[src/lfb_pkg.sv]
// constants, types and register map of the lf telegram baseband receiver
// assumes one 100 MHz system clock and an apb master for software access
// Function
// - message judged only from sliced front-end data
// - manchester preamble starts a candidate message
// - non-manchester sync pattern ends the preamble
// - no data stored before a valid sync
// - 16-bit wake identifier then data bytes follow
// - identifier and bytes decoded as manchester symbols
// - bytes paired into words, ready flag bit 5
// - stop after programmed word count, identifier included
// - illegal bit at byte boundary ends message
// - wake enable compares identifier, powers up cpu
// - listen circuitry duty-cycled by on/off counts
package lfb_pkg;
    // ==========================================================
    // timing
    localparam int unsigned CLK_HZ         = 100_000_000;
    localparam real         BIT_RATE_KBPS  = 3.906;
    localparam int unsigned HALF_BIT_CYC   = int'(real'(CLK_HZ) / (BIT_RATE_KBPS * 2000.0));
    localparam logic [7:0]  PREAMBLE_MIN   = 8'h08;
    localparam logic [1:0]  CLS_SHORT      = 2'h1;
    localparam logic [1:0]  CLS_LONG       = 2'h2;
    localparam logic [1:0]  CLS_SYNC       = 2'h3;
    // ==========================================================
    // register byte offsets
    localparam logic [7:0]  OFS_CTRL       = 8'h00;
    localparam logic [7:0]  OFS_MAXWORD    = 8'h04;
    localparam logic [7:0]  OFS_WAKE_HI    = 8'h08;
    localparam logic [7:0]  OFS_WAKE_LO    = 8'h0C;
    localparam logic [7:0]  OFS_ON_CNT     = 8'h10;
    localparam logic [7:0]  OFS_OFF_HI     = 8'h14;
    localparam logic [7:0]  OFS_OFF_LO     = 8'h18;
    localparam logic [7:0]  OFS_RXW_HI     = 8'h1C;
    localparam logic [7:0]  OFS_RXW_LO     = 8'h20;
    localparam logic [7:0]  OFS_IRQ_FLAGS  = 8'h24;
    localparam logic [7:0]  OFS_IRQ_MASK   = 8'h28;
    localparam logic [7:0]  OFS_STATUS     = 8'h2C;
    // ==========================================================
    // field positions and reset values
    localparam int unsigned CTRL_RX_EN     = 0;
    localparam int unsigned CTRL_LISTEN_EN = 1;
    localparam int unsigned CTRL_WAKE_EN   = 4;
    localparam int unsigned FLG_SYNC       = 0;
    localparam int unsigned FLG_END        = 1;
    localparam int unsigned FLG_WAKE       = 2;
    localparam int unsigned FLG_ERR        = 3;
    localparam int unsigned FLG_RDY        = 5;
    localparam logic [7:0]  CTRL_RST       = 8'h01;
    localparam logic [7:0]  MAXWORD_RST    = 8'h04;
    localparam logic [7:0]  ON_CNT_RST     = 8'h08;
    localparam logic [7:0]  OFF_CNT_RST    = 8'h40;
    typedef enum logic [2:0] {ST_HUNT, ST_SYNC, ST_DATA} lfb_state_t;
    typedef struct packed {
        logic        psel;
        logic        penable;
        logic        pwrite;
        logic [7:0]  paddr;
        logic [31:0] pwdata;
    } lfb_apb_req_t;
    typedef struct packed {
        logic [7:0] rx_word_high;
        logic [7:0] rx_word_low;
    } lfb_rx_word_t;
endpackage

[src/lfb_receiver.sv]
// lf telegram baseband: preamble/sync hunt, manchester decode, word buffer, apb registers
// assumes man_data_i is synchronous to clk_sys_i and an apb master on the bus side
//
// The address map and the APB interface to the registers are this design's own decisions.
`timescale 1ns/100ps
`default_nettype none
module lfb_receiver #(
    parameter int unsigned HALF_BIT_CYC = lfb_pkg::HALF_BIT_CYC
) (
    // clock and reset
    input  wire logic                 clk_sys_i,
    input  wire logic                 nrst_i,
    // apb slave
    input  wire lfb_pkg::lfb_apb_req_t apb_i,
    output logic [31:0]               prdata_o,
    output logic                      pready_o,
    output logic                      pslverr_o,
    // front end
    input  wire logic                 man_data_i,
    output logic                      afe_enable_o,
    // system
    output logic                      cpu_power_up_o,
    output logic                      irq_o
);
    localparam logic [15:0] H   = 16'(HALF_BIT_CYC);
    localparam logic [15:0] Q   = H >> 1;
    localparam logic [15:0] Q3  = H + Q;
    localparam logic [15:0] BIT = (H << 1) - 16'h0001;

    // ======================================================
    // interval classifier, in half-bit units
    function automatic logic [1:0] classify(input logic [15:0] c);
        if (c < Q)
            classify = 2'h0;
        else if (c < Q3)
            classify = lfb_pkg::CLS_SHORT;
        else if (c < (H << 1) + Q)
            classify = lfb_pkg::CLS_LONG;
        else if (c < (H << 1) + Q3)
            classify = lfb_pkg::CLS_SYNC;
        else
            classify = 2'h0;
    endfunction

    // ======================================================
    // register group
    logic [7:0]  ctrl_r, ctrl_nxt, maxw_r, maxw_nxt, wkh_r, wkh_nxt, wkl_r, wkl_nxt;
    logic [7:0]  onc_r, onc_nxt, offh_r, offh_nxt, offl_r, offl_nxt;
    logic [7:0]  flags_r, flags_nxt, mask_r, mask_nxt;
    logic [31:0] prdata_r, prdata_nxt;
    logic        pready_r, pready_nxt, perr_r, perr_nxt, irq_r, irq_nxt;
    // receiver events, one cycle each
    logic        ev_sync, ev_word, ev_end, ev_err, ev_wake, cap_hit;

    logic        acc, wr;
    logic [7:0]  rd8;
    logic        hit;
    logic        rx_en, listen_en, wake_en;

    // ======================================================
    // receiver group
    lfb_pkg::lfb_state_t st_r, st_nxt;
    lfb_pkg::lfb_rx_word_t word_r, word_nxt;
    logic        din_r, din_nxt;
    logic [15:0] ecnt_r, ecnt_nxt, pcnt_r, pcnt_nxt, tick_r, tick_nxt, lcnt_r, lcnt_nxt;
    logic [7:0]  pre_r, pre_nxt, shf_r, shf_nxt, hi_r, hi_nxt, wcnt_r, wcnt_nxt;
    logic [2:0]  bcnt_r, bcnt_nxt;
    logic        bsel_r, bsel_nxt, s1_r, s1_nxt, s2_r, s2_nxt, lon_r, lon_nxt, pwr_r, pwr_nxt;
    logic        edge_seen, asleep, bit_v;
    logic [1:0]  cls;
    logic [7:0]  byte_v;

    assign rx_en     = ctrl_r[lfb_pkg::CTRL_RX_EN];
    assign listen_en = ctrl_r[lfb_pkg::CTRL_LISTEN_EN];
    assign wake_en   = ctrl_r[lfb_pkg::CTRL_WAKE_EN];

    always_comb begin
        acc = apb_i.psel & apb_i.penable;
        wr  = acc & pready_r & apb_i.pwrite;
        hit = 1'b1;
        unique case (apb_i.paddr)
            lfb_pkg::OFS_CTRL:      rd8 = ctrl_r;
            lfb_pkg::OFS_MAXWORD:   rd8 = maxw_r;
            lfb_pkg::OFS_WAKE_HI:   rd8 = wkh_r;
            lfb_pkg::OFS_WAKE_LO:   rd8 = wkl_r;
            lfb_pkg::OFS_ON_CNT:    rd8 = onc_r;
            lfb_pkg::OFS_OFF_HI:    rd8 = offh_r;
            lfb_pkg::OFS_OFF_LO:    rd8 = offl_r;
            lfb_pkg::OFS_RXW_HI:    rd8 = word_r.rx_word_high;
            lfb_pkg::OFS_RXW_LO:    rd8 = word_r.rx_word_low;
            lfb_pkg::OFS_IRQ_FLAGS: rd8 = flags_r;
            lfb_pkg::OFS_IRQ_MASK:  rd8 = mask_r;
            lfb_pkg::OFS_STATUS:    rd8 = {lon_r, pwr_r, 3'h0, 3'(st_r)};
            default: begin
                rd8 = 8'h00;
                hit = 1'b0;
            end
        endcase
        // one wait state so read data leaves a flip-flop
        pready_nxt = acc & ~pready_r;
        perr_nxt   = acc & ~pready_r & ~hit;
        prdata_nxt = (acc & ~pready_r & ~apb_i.pwrite) ? {24'h000000, rd8} : prdata_r;
        ctrl_nxt   = ctrl_r;
        maxw_nxt   = maxw_r;
        wkh_nxt    = wkh_r;
        wkl_nxt    = wkl_r;
        onc_nxt    = onc_r;
        offh_nxt   = offh_r;
        offl_nxt   = offl_r;
        mask_nxt   = mask_r;
        flags_nxt  = flags_r;
        if (wr) begin
            unique case (apb_i.paddr)
                lfb_pkg::OFS_CTRL:      ctrl_nxt  = apb_i.pwdata[7:0];
                lfb_pkg::OFS_MAXWORD:   maxw_nxt  = apb_i.pwdata[7:0];
                lfb_pkg::OFS_WAKE_HI:   wkh_nxt   = apb_i.pwdata[7:0];
                lfb_pkg::OFS_WAKE_LO:   wkl_nxt   = apb_i.pwdata[7:0];
                lfb_pkg::OFS_ON_CNT:    onc_nxt   = apb_i.pwdata[7:0];
                lfb_pkg::OFS_OFF_HI:    offh_nxt  = apb_i.pwdata[7:0];
                lfb_pkg::OFS_OFF_LO:    offl_nxt  = apb_i.pwdata[7:0];
                lfb_pkg::OFS_IRQ_FLAGS: flags_nxt = flags_r & ~apb_i.pwdata[7:0];
                lfb_pkg::OFS_IRQ_MASK:  mask_nxt  = apb_i.pwdata[7:0];
                default:                flags_nxt = flags_r;
            endcase
        end
        // hardware set wins over a same-cycle clear
        if (ev_sync)
            flags_nxt[lfb_pkg::FLG_SYNC] = 1'b1;
        if (ev_end)
            flags_nxt[lfb_pkg::FLG_END] = 1'b1;
        if (ev_err)
            flags_nxt[lfb_pkg::FLG_ERR] = 1'b1;
        if (ev_wake)
            flags_nxt[lfb_pkg::FLG_WAKE] = 1'b1;
        if (ev_word)
            flags_nxt[lfb_pkg::FLG_RDY] = 1'b1;
        irq_nxt = |(flags_nxt & mask_r);
    end

    always_ff @(posedge clk_sys_i) begin
        if (!nrst_i) begin
            ctrl_r   <= lfb_pkg::CTRL_RST;
            maxw_r   <= lfb_pkg::MAXWORD_RST;
            wkh_r    <= 8'h00;
            wkl_r    <= 8'h00;
            onc_r    <= lfb_pkg::ON_CNT_RST;
            offh_r   <= 8'h00;
            offl_r   <= lfb_pkg::OFF_CNT_RST;
            flags_r  <= 8'h00;
            mask_r   <= 8'h00;
            prdata_r <= 32'h00000000;
            pready_r <= 1'b0;
            perr_r   <= 1'b0;
            irq_r    <= 1'b0;
        end else begin
            ctrl_r   <= ctrl_nxt;
            maxw_r   <= maxw_nxt;
            wkh_r    <= wkh_nxt;
            wkl_r    <= wkl_nxt;
            onc_r    <= onc_nxt;
            offh_r   <= offh_nxt;
            offl_r   <= offl_nxt;
            flags_r  <= flags_nxt;
            mask_r   <= mask_nxt;
            prdata_r <= prdata_nxt;
            pready_r <= pready_nxt;
            perr_r   <= perr_nxt;
            irq_r    <= irq_nxt;
        end
    end

    assign prdata_o       = prdata_r;
    assign pready_o       = pready_r;
    assign pslverr_o      = perr_r;
    assign irq_o          = irq_r;
    assign cpu_power_up_o = pwr_r;
    // duty cycling only while idle; an active telegram keeps the front end up
    assign asleep       = listen_en & ~lon_r & (st_r == lfb_pkg::ST_HUNT) & (pre_r == 8'h00);
    assign afe_enable_o = rx_en & ~asleep;

    always_comb begin
        din_nxt   = man_data_i;
        edge_seen = (man_data_i != din_r) & rx_en & ~asleep;
        cls       = classify(ecnt_r);
        st_nxt    = st_r;
        word_nxt  = word_r;
        ecnt_nxt  = edge_seen ? 16'h0000 : ((ecnt_r == 16'hFFFF) ? ecnt_r : ecnt_r + 16'h0001);
        pcnt_nxt  = pcnt_r;
        pre_nxt   = pre_r;
        shf_nxt   = shf_r;
        hi_nxt    = hi_r;
        wcnt_nxt  = wcnt_r;
        bcnt_nxt  = bcnt_r;
        bsel_nxt  = bsel_r;
        s1_nxt    = s1_r;
        s2_nxt    = s2_r;
        pwr_nxt   = pwr_r & wake_en;
        ev_sync   = 1'b0;
        ev_word   = 1'b0;
        ev_end    = 1'b0;
        ev_err    = 1'b0;
        ev_wake   = 1'b0;
        cap_hit   = 1'b0;
        bit_v     = s2_r;
        byte_v    = {shf_r[6:0], s2_r};
        // listen duty cycle, counted in whole bit periods
        tick_nxt  = (tick_r == BIT) ? 16'h0000 : tick_r + 16'h0001;
        lon_nxt   = lon_r;
        lcnt_nxt  = lcnt_r;
        if (!listen_en) begin
            lon_nxt  = 1'b1;
            lcnt_nxt = 16'h0000;
        end else if (tick_r == BIT) begin
            lcnt_nxt = lcnt_r + 16'h0001;
            if (lon_r && lcnt_r >= {8'h00, onc_r}) begin
                lon_nxt  = 1'b0;
                lcnt_nxt = 16'h0000;
            end else if (!lon_r && lcnt_r >= {offh_r, offl_r}) begin
                lon_nxt  = 1'b1;
                lcnt_nxt = 16'h0000;
            end
        end
        unique case (st_r)
            lfb_pkg::ST_HUNT: begin
                if (!rx_en || asleep) begin
                    pre_nxt = 8'h00;
                end else if (edge_seen) begin
                    if (cls == lfb_pkg::CLS_SHORT || cls == lfb_pkg::CLS_LONG) begin
                        pre_nxt = (pre_r == 8'hFF) ? pre_r : pre_r + 8'h01;
                    end else if (cls == lfb_pkg::CLS_SYNC && pre_r >= lfb_pkg::PREAMBLE_MIN) begin
                        st_nxt = lfb_pkg::ST_SYNC;
                    end else begin
                        pre_nxt = 8'h00;
                    end
                end
            end
            lfb_pkg::ST_SYNC: begin
                if (edge_seen && cls == lfb_pkg::CLS_SYNC) begin
                    st_nxt   = lfb_pkg::ST_DATA;
                    ev_sync  = 1'b1;
                    pcnt_nxt = 16'h0000;
                    bcnt_nxt = 3'h0;
                    bsel_nxt = 1'b0;
                    wcnt_nxt = 8'h00;
                end else if (edge_seen || ecnt_r == 16'hFFFF || !rx_en) begin
                    st_nxt  = lfb_pkg::ST_HUNT;
                    pre_nxt = 8'h00;
                end
            end
            lfb_pkg::ST_DATA: begin
                pcnt_nxt = pcnt_r + 16'h0001;
                if (pcnt_r == Q)
                    s1_nxt = din_r;
                if (pcnt_r == Q3)
                    s2_nxt = din_r;
                // mid-bit edge realigns the cell timing
                if (edge_seen && pcnt_r > Q && pcnt_r < Q3)
                    pcnt_nxt = H;
                if (pcnt_r == BIT) begin
                    pcnt_nxt = 16'h0000;
                    if (s1_r == s2_r) begin
                        st_nxt  = lfb_pkg::ST_HUNT;
                        pre_nxt = 8'h00;
                        ev_end  = (bcnt_r == 3'h0);
                        ev_err  = (bcnt_r != 3'h0);
                    end else begin
                        shf_nxt  = {shf_r[6:0], bit_v};
                        bcnt_nxt = bcnt_r + 3'h1;
                        if (bcnt_r == 3'h7) begin
                            bsel_nxt = ~bsel_r;
                            if (!bsel_r) begin
                                hi_nxt = byte_v;
                            end else begin
                                ev_word  = 1'b1;
                                word_nxt = '{rx_word_high: hi_r, rx_word_low: byte_v};
                                wcnt_nxt = wcnt_r + 8'h01;
                                if (wcnt_r == 8'h00 && wake_en && {hi_r, byte_v} == {wkh_r, wkl_r}) begin
                                    ev_wake = 1'b1;
                                    pwr_nxt = 1'b1;
                                end
                                cap_hit = (maxw_r != 8'h00) && (wcnt_r + 8'h01 == maxw_r);
                                if (cap_hit) begin
                                    st_nxt  = lfb_pkg::ST_HUNT;
                                    pre_nxt = 8'h00;
                                    ev_end  = 1'b1;
                                end
                            end
                        end
                    end
                end
                if (!rx_en) begin
                    st_nxt  = lfb_pkg::ST_HUNT;
                    pre_nxt = 8'h00;
                end
            end
            default: begin
                st_nxt  = lfb_pkg::ST_HUNT;
                pre_nxt = 8'h00;
            end
        endcase
    end

    always_ff @(posedge clk_sys_i) begin
        if (!nrst_i) begin
            st_r   <= lfb_pkg::ST_HUNT;
            word_r <= '0;
            din_r  <= 1'b0;
            ecnt_r <= 16'h0000;
            pcnt_r <= 16'h0000;
            tick_r <= 16'h0000;
            lcnt_r <= 16'h0000;
            pre_r  <= 8'h00;
            shf_r  <= 8'h00;
            hi_r   <= 8'h00;
            wcnt_r <= 8'h00;
            bcnt_r <= 3'h0;
            bsel_r <= 1'b0;
            s1_r   <= 1'b0;
            s2_r   <= 1'b0;
            lon_r  <= 1'b1;
            pwr_r  <= 1'b0;
        end else begin
            st_r   <= st_nxt;
            word_r <= word_nxt;
            din_r  <= din_nxt;
            ecnt_r <= ecnt_nxt;
            pcnt_r <= pcnt_nxt;
            tick_r <= tick_nxt;
            lcnt_r <= lcnt_nxt;
            pre_r  <= pre_nxt;
            shf_r  <= shf_nxt;
            hi_r   <= hi_nxt;
            wcnt_r <= wcnt_nxt;
            bcnt_r <= bcnt_nxt;
            bsel_r <= bsel_nxt;
            s1_r   <= s1_nxt;
            s2_r   <= s2_nxt;
            lon_r  <= lon_nxt;
            pwr_r  <= pwr_nxt;
        end
    end
endmodule
`default_nettype wire

[config.mk]
export PLATFORM = sky130hd
export DESIGN_NAME = lfb_receiver
export DESIGN_NICKNAME = d
export VERILOG_FILES = /design/src/lfb_pkg.sv /design/src/lfb_receiver.sv
export SDC_FILE = /design/constraint.sdc
export NUM_CORES = 1
export LEC_CHECK = 0
export BUFFER_PORTS_ARGS = -buffer_cell sky130_fd_sc_hd__buf_4
export CAP_MARGIN = 20
export CORE_AREA = 2 2 160 162
export CTS_CLUSTER_SIZE = 25
export DETAILED_ROUTE_END_ITERATION = 10
export DIE_AREA = 0 0 162 164
export HOLD_SLACK_MARGIN = 0.05
export PLACE_DENSITY = 0.61
export SYNTH_ARGS = -nofsm -noshare
export SYNTH_HDL_FRONTEND = slang
export SYNTH_SLANG_ARGS = --single-unit
export TNS_END_PERCENT = 50
[constraint.sdc]
create_clock -name clk_sys_i -period 3.48 [get_ports clk_sys_i]
set_input_delay 1.044 -clock clk_sys_i [delete_from_list [all_inputs] [get_ports clk_sys_i]]
set_output_delay 1.044 -clock clk_sys_i [all_outputs]
set_load 0.005 [all_outputs]
==> results.cfg, run 1 <==
[die]
pin_count = 83
die_width_um = 162
die_area_mm2 = 0.02657
start_util = 0.4422
core_mm2 = 0.02482
num_rows = 58
chipHeight_um = 164

[power]
power_mw = 5.256
ir_drop_v = 0.0003869
powerDensity_mw_per_mm2 = 423.1
p_leak_nw = 4.371

[sta]
fmax_ghz = 0.3263
skew_ns = 0.02099
rsz0062_at_grt = no
min_period_over_period = 0.8807
setup_violations = 0
slew_headroom = 0.5263
worst_slew_pin_slew_ns = 0.7106
drv_slew = 0
min_period_ns = 3.065
setup_tns_ns = 0
hold_viol_final = 0

[logic_synthesis]
synth_warnings = 0
yosysSeqAreaShare = 0.3739
synthArstFlopShare = 0
synth_most_common_cell = nand2_1
syn-instance-count = 1369
syn_area_mm2 = 0.01098
synth_area_leaders = dfxtp_1 37%, nand2_1 7.8%, a21boi_0 7.5%
synth_edf_count = 0
synth_cell_types = 69
yosysTopAreaCellShare = 0.3739
synth.avg_cell_area_um2 = 8.017
ys.flop_type = dfxtp_1
synth-seq-cells = 205
synth_commonest_cells = 228 x nand2_1, 205 x dfxtp_1, 117 x nand3_1
synth_area_leader_cell = dfxtp_1

[global_routing]
antenna_found_initial = 0
grt.total_usage = 0.2275
grt.overflow.total = 0
grt_pass1_wl_um = 49230
grt_pass1_vias = 9174
grt_max_degree = 51

[finish]
layout-drive-gt1-share = 0.09194
antennaDiodeCount = 0
nets = 1481
final_core_util = 0.5005
syn_to_final_growth_pct = 13.18
instances_no_fill = 1744

[critical_path]
cp-startpoint = ecnt_r[5]$_SDFFE_PP0N_
crit_fanout = 16
crit_type = register to register
crit_path_end = pre_r[7]$_SDFFE_PN0P_
rr_worst_depth = 13
endpoint_kind = register
critPathRequiredTime_ns = 3.95
reg2reg_from = ecnt_r[5]$_SDFFE_PP0N_
r2r_setup_slack_ns = 0.42
arrival_ns = 3.53
rr_endpoint = pre_r[7]$_SDFFE_PN0P_
start_kind = register

[place]
place_congestion = 0.8239
io_buffers = 34
placedCellCount = 1698
dpl.hpwl_um = 21080

[min_path]
min-delay-path-class = register to register
holdPathStages = 2

[routing]
dr.pass1.iters = 5
wl_per_cell_um = 17.30
drc = 0
postRouteAntennaNets = 0
dr_wl_met3_um = 1806
drt-met1-wl_um = 14060
top_layer = met4
dr_wl_met2_um = 13530
via_per_inst = 5.623
num_vias = 9806
drtIter0Drc = 817
wl_um = 30170

[clock_network]
ctsHoldBuffers = 0
clk_pin_slew_ns = 0.06
clockBufferDepth = 3
clock-sinks = 205
cts_tree = done
ctsResizeCount = 0
cts-root-buf = clkbuf_16
cts_buffers = 25
cts_setup_buffers = 0
h-tree-depth = 1
insertion_delay_ns = 0.53

[outcome]
status = finished clean

[run]
drv_cap = 0
-- per-stage QoR --
step	hold WS [ns]	instance area, um2	setup WS [ns]
after global routing	0.4829	12420	0.1267
after global placement	0.4496	11560	0.1314
after detailed placement	0.4559	11560	0.1446
final	0.4619	12420	0.4153
after floorplan	0.4403	11060	0.4866
after CTS	0.4642	12420	0.4055
-- area by class of cell --
cell class / instances / area (um2)
Fill cell: 2378 / 12400
Multi-Input combinational cell: 1047 / 6342
Sequential cell: 205 / 4104
Clock buffer: 26 / 639.4
Timing Repair Buffer: 70 / 525.5
Tap cell: 330 / 412.9
Clock inverter: 20 / 225.2
Inverter: 46 / 172.7
-- power by group --
group,internal (mW),switching (mW),leakage [nW]
registers,2.36,0.00981,1.65
clock network,1.64,1.09,0.421
logic,0.0625,0.0977,2.30
total,4.06,1.19,4.37
-- critical path, stage by stage, from the launching register on --
cell and delay, ns:
dfxtp_1 0.34, nor4_1 0.38, a31oi_1 0.14, o41ai_1 0.35
a21oi_1 0.08, o31ai_1 0.24, ha_1 0.30, nand3_1 0.10
o21a_1 0.11, a311oi_1 0.09, buf_4 0.20, or4_1 0.40
a21oi_1 0.16, o21a_1 0.13
-- kinds of logic after synthesis --
family / share of synthesized area
buffers and inverters: 0.05723
other: 0.0003417
flip-flops: 0.3739
XOR/XNOR: 0.04788
AND/OR/NAND/NOR: 0.2698
multiplexers: 0.003648
adder cells (fa/ha/maj): 0.04560
AO/OA/AOI/OAI: 0.2016
-- routing by layer --
layer  vias to the layer above  track usage
li1                       4867            -
met1                      4629       0.3138
met2                       257       0.3665
met5                         -            0
met3                        53      0.03737
met4                         0      0.06798
-- worst min path at each step --
stage / startpoint / end / slack (ns)
final: word_r[9]$_SDFFE_PN0P_ / word_r[9]$_SDFFE_PN0P_ / 0.46
after detailed placement: word_r[9]$_SDFFE_PN0P_ / word_r[9]$_SDFFE_PN0P_ / 0.46
after global placement: word_r[9]$_SDFFE_PN0P_ / word_r[9]$_SDFFE_PN0P_ / 0.45
after global routing: word_r[15]$_SDFFE_PN0P_ / word_r[15]$_SDFFE_PN0P_ / 0.48
after floorplan: word_r[1]$_SDFFE_PN0P_ / word_r[1]$_SDFFE_PN0P_ / 0.44
after CTS: word_r[9]$_SDFFE_PN0P_ / word_r[9]$_SDFFE_PN0P_ / 0.46
-- flip-flops by register name, indices dropped and copies added (netlist names), 16 cells and up --
name and count:
ecnt_r 16, lcnt_r 16, pcnt_r 16, tick_r 16, word_r 16
-- cell usage in the layout (no fill, tap or decap), types with 32 or more instances in the layout --
master,instances
nor2_1,93
buf_4,70
inv_1,46
a21boi_0,109
dfxtp_1,205
o21ai_0,49
nand2_1,228
ha_1,40
a22oi_1,32
nand3_1,117
No activity file was read; power rests on OpenSTA's default activity.
==> run 2, diff against run 1 <==
Settings changed: ABC_AREA set to 0, CORE_AREA 2 2 160 162 to 4 4 162 164, DIE_AREA 0 0 162 164 to 0 0 166 168.
==> results.cfg, run 2 (synthesized netlist as in run 1, its figures left out) <==
[finish]
nets = 1478
final_cell_mix = 228 x nand2_1, 205 x dfxtp_1, 117 x nand3_1
layout-drive-gt1-share = 0.08446
layout_commonest_cell = nand2_1
syn_to_final_growth_pct = 12.98
design_area_mm2 = 0.01240
antennaDiodeCount = 0
final_core_util = 0.4982

[clock_network]
insertion_delay_ns = 0.53
clk_pin_slew_ns = 0.06
cts-root-buf = clkbuf_16
cts_setup_buffers = 0
cts_tree = done
ctsResizeCount = 0
ctsHoldBuffers = 0
cts_buffers = 25
clock-sinks = 205
clockBufferDepth = 3
h-tree-depth = 1

[routing]
dr.pass1.iters = 5
postRouteAntennaNets = 0
drtIter0Drc = 793
wl_um = 29960
via_per_inst = 5.646
num_vias = 9818
drc = 0
wl_per_cell_um = 17.23

[critical_path]
max_stage_delay_ns = 0.41
slowest_stage = or4_1
critPathRequiredTime_ns = 3.93
path_cells = nor4_1 > a31oi_1 > o41ai_1 > a21oi_1 > o31ai_1 > ha_1 > nand3_1 > o21a_1 > a311oi_1 > buf_4 > or4_1 > a21oi_1 > o21a_1
start_kind = register
arrival_ns = 3.51
endpoint_kind = register
crit_fanout = 16
crit_type = register to register
rr_worst_depth = 13

[place]
place_congestion = 0.8984
io_buffers = 34
postPlaceCellArea_mm2 = 0.01157
dpl.hpwl_um = 21030
dp_slack_ns = 0.1828

[power]
ir_drop_v = 0.0004213
powerDensity_mw_per_mm2 = 414.8
p_leak_nw = 4.355

[sta]
hold_viol_final = 0
slew_headroom = 0.5197
fmax_ghz = 0.3265
drv_slew = 0
min_period_over_period = 0.8800
setup_tns_ns = 0
worst_slew_pin_slew_ns = 0.7179
skew_ns = 0.02774
rsz0062_at_grt = no
final.setup.worst_slack_ns = 0.4176
min_period_ns = 3.062
setup_violations = 0

[global_routing]
grt.overflow.total = 0
grt_pass1_wl_um = 48780
antenna_found_initial = 0
grt_use_met1 = 0.2782
grt.total_usage = 0.2079
grtUsageMet3 = 0.03381
grt_max_degree = 120
grt_util_met2 = 0.3473
grt_pass1_vias = 9204
busiest_layer = met2

[min_path]
holdPathStages = 2
min-delay-path-class = register to register

[outcome]
status = finished clean

[die]
start_util = 0.4409
pin_count = 83
num_rows = 58
chipHeight_um = 168
die_area_mm2 = 0.02789
core_mm2 = 0.02489
die_width_um = 166

[run]
drv_cap = 0
==> run 2: routing by layer <==
layer  vias to the layer above  share of wire
met3                        55          0.056
met2                       233           0.47
met5                         -              0
met4                         0          0.027
met1                      4670           0.45
li1                       4860              -
==> run 2: stage by stage <==
step | cells | hold slack (ns) | power [mW]
floorplan | 1392 | 0.4403 | 2.531
global placement | 1695 | 0.4497 | 2.579
detailed placement | 1695 | 0.4592 | 2.580
CTS | 1739 | 0.4651 | 5.199
global route | 1739 | 0.4822 | 5.303
finish | 1739 | 0.4645 | 5.144
==> run 2: worst paths after layout <==
kind	end	start	slack [ns]
max reg2reg	pre_r[7]$_SDFFE_PN0P_	ecnt_r[5]$_SDFFE_PP0N_	0.42
min reg2reg	word_r[9]$_SDFFE_PN0P_	word_r[9]$_SDFFE_PN0P_	0.46
min	word_r[9]$_SDFFE_PN0P_	word_r[9]$_SDFFE_PN0P_	0.46
max	pre_r[7]$_SDFFE_PN0P_	ecnt_r[5]$_SDFFE_PP0N_	0.42
==> run 2: critical path: cells and delay by family (launching register included) <==
kind | cells | cell delay, ns
AOI/OAI and AO/OA | 8 | 1.28
buffers and inverters | 1 | 0.19
and+or+nand+nor | 3 | 0.88
adders and majority gates | 1 | 0.31
DFF | 1 | 0.34
==> run 2: cell type report <==
class	instances	area, um2
fillers	2407	12490
multi-input cells	1047	6342
flip-flops and latches	205	4104
clock buffers	38	744.5
repair buffers	67	540.5
well taps	330	412.9
inverters	46	172.7
clock inverters	6	83.83
==> run 2: report_power, final <==
group          leakage, nW  switching, mW  total [mW]  internal (mW)
clock network        0.410           1.00        2.61           1.61
registers             1.65        0.00941        2.37           2.36
logic                 2.29         0.0991       0.162         0.0630
==> run 3, diff against run 2 <==
Settings changed: RECOVER_POWER set to 50, SKIP_CTS_REPAIR_TIMING set to 1.
==> results.cfg, run 3 (synthesized netlist as in run 1, its figures left out) <==
[critical_path]
critPathBufInv = 1
critPathRequiredTime_ns = 3.93
start_kind = register
max_stage_delay_ns = 0.41
path_cells = nor4_1 > a31oi_1 > o41ai_1 > a21oi_1 > o31ai_1 > ha_1 > nand3_1 > o21a_1 > a311oi_1 > buf_4 > or4_1 > a21oi_1 > o21a_1
crit_fanout = 16
slowest_stage = or4_1
crit_type = register to register
arrival_ns = 3.53
endpoint_kind = register
crit_family = compound AO/OA/AOI/OAI gates

[sta]
fmax_ghz = 0.3246
rsz0062_at_grt = no
min_period_over_period = 0.8853
skew_ns = 0.02554
setup_tns_ns = 0
worst_slew_pin_slew_ns = 0.9989
final.setup.worst_slack_ns = 0.3993
setup_violations = 0
min_period_ns = 3.081
drv_slew = 0
hold_ws_ns = 0.4632
hold_viol_final = 0
slew_headroom = 0.3341

[finish]
layout_commonest_cell = nand2_1
n_fill_cell = 2428
layout-drive-gt1-share = 0.07097
final_core_util = 0.4943
nets = 1478
final_cell_mix = 228 x nand2_1, 205 x dfxtp_1, 117 x nand3_1
design_area_mm2 = 0.01230
antennaDiodeCount = 0
syn_to_final_growth_pct = 12.09

[power]
ir_drop_v = 0.0004189
seqPwrFrac = 0.461
swShare = 0.2155
powerDensity_mw_per_mm2 = 417.3
p_leak_nw = 4.259
switching_power_mw = 1.107
clockPowerShare = 0.508
combPwrFrac = 0.031
p_int_mw = 4.028

[routing]
dr.pass1.iters = 5
postRouteAntennaNets = 0
wl_um = 29900
wl_per_cell_um = 17.19
drtIter0Drc = 749
via_per_inst = 5.642
num_vias = 9812
drc = 0

[clock_network]
clk_pin_slew_ns = 0.06
clock-sinks = 205
clockBufferDepth = 3
cts_tree = done
cts-root-buf = clkbuf_16
h-tree-depth = 1
insertion_delay_ns = 0.52
cts_buffers = 25

[global_routing]
grt_max_degree = 120
grt_pass1_wl_um = 48780
antenna_found_initial = 0
grt.total_usage = 0.2079
grt.overflow.total = 0
grt_pass1_vias = 9204

[outcome]
status = finished clean

[die]
die_width_um = 166
die_area_mm2 = 0.02789
start_util = 0.4409
num_rows = 58
pin_count = 83
chipHeight_um = 168
core_mm2 = 0.02489

[place]
io_buffers = 34
place_congestion = 0.8984
dp_slack_ns = 0.1828
postPlaceCellArea_mm2 = 0.01157
dpl.hpwl_um = 21030

[run]
drv_cap = 0

[min_path]
min-delay-path-class = register to register
==> run 3: cell types whose count changed in the layout (fill, tap and decap cells not counted), sizes merged <==
cell / previous run / this run
clkbuf: 38 / 66
buf: 67 / 39
==> run 3: worst paths after layout <==
path | slack (ns) | endpoint | cells after the start | from
max reg2reg | 0.40 | pre_r[7]$_SDFFE_PN0P_ | 13 | ecnt_r[5]$_SDFFE_PP0N_
max | 0.40 | pre_r[7]$_SDFFE_PN0P_ | 13 | ecnt_r[5]$_SDFFE_PP0N_
min reg2reg | 0.46 | word_r[9]$_SDFFE_PN0P_ | 2 | word_r[9]$_SDFFE_PN0P_
min | 0.46 | word_r[9]$_SDFFE_PN0P_ | 2 | word_r[9]$_SDFFE_PN0P_
==> run 3: power groups by stage <==
stage	registers (mW)	clock network, mW	logic [mW]
final	2.37	2.61	0.158
after global routing	2.37	2.76	0.174
after CTS	2.37	2.67	0.161
after detailed placement	2.42	0	0.161
after global placement	2.42	0	0.160
after floorplan	2.42	0	0.114
==> run 3: final cells by class <==
class	instances	area (um2)	share of cell area
Multi-Input combinational cell	1047	6321	0.5138
Sequential cell	205	4104	0.3336
Clock buffer	38	744.5	0.06051
Clock inverter	6	83.83	0.006814
Inverter	46	172.7	0.01403
Tap cell	330	412.9	0.03356
Timing Repair Buffer	67	464.2	0.03773
==> run 3: metrics by stage <==
| step | power, mW | cells |
|---|---|---|
| finish | 5.135 | 1739 |
| global route | 5.300 | 1739 |
| CTS | 5.199 | 1739 |
| detailed placement | 2.580 | 1695 |
| global placement | 2.579 | 1695 |
| floorplan | 2.531 | 1392 |
==> run 3: tightest hold or removal path: stages (launching register included) <==
cell and delay [ns]:
dfxtp_1 0.31, nand2_1 0.05, a21boi_0 0.06
==> run 3: metal layers <==
| layer | vias to the layer above | GRT usage | wire [um] |
|---|---|---|---|
| li1 | 4871 | - | - |
| met1 | 4674 | 0.2782 | 13590 |
| met2 | 207 | 0.3473 | 13860 |
| met3 | 60 | 0.03381 | 1596 |
| met4 | 0 | 0.06277 | 854 |
| met5 | - | 0 | 0 |
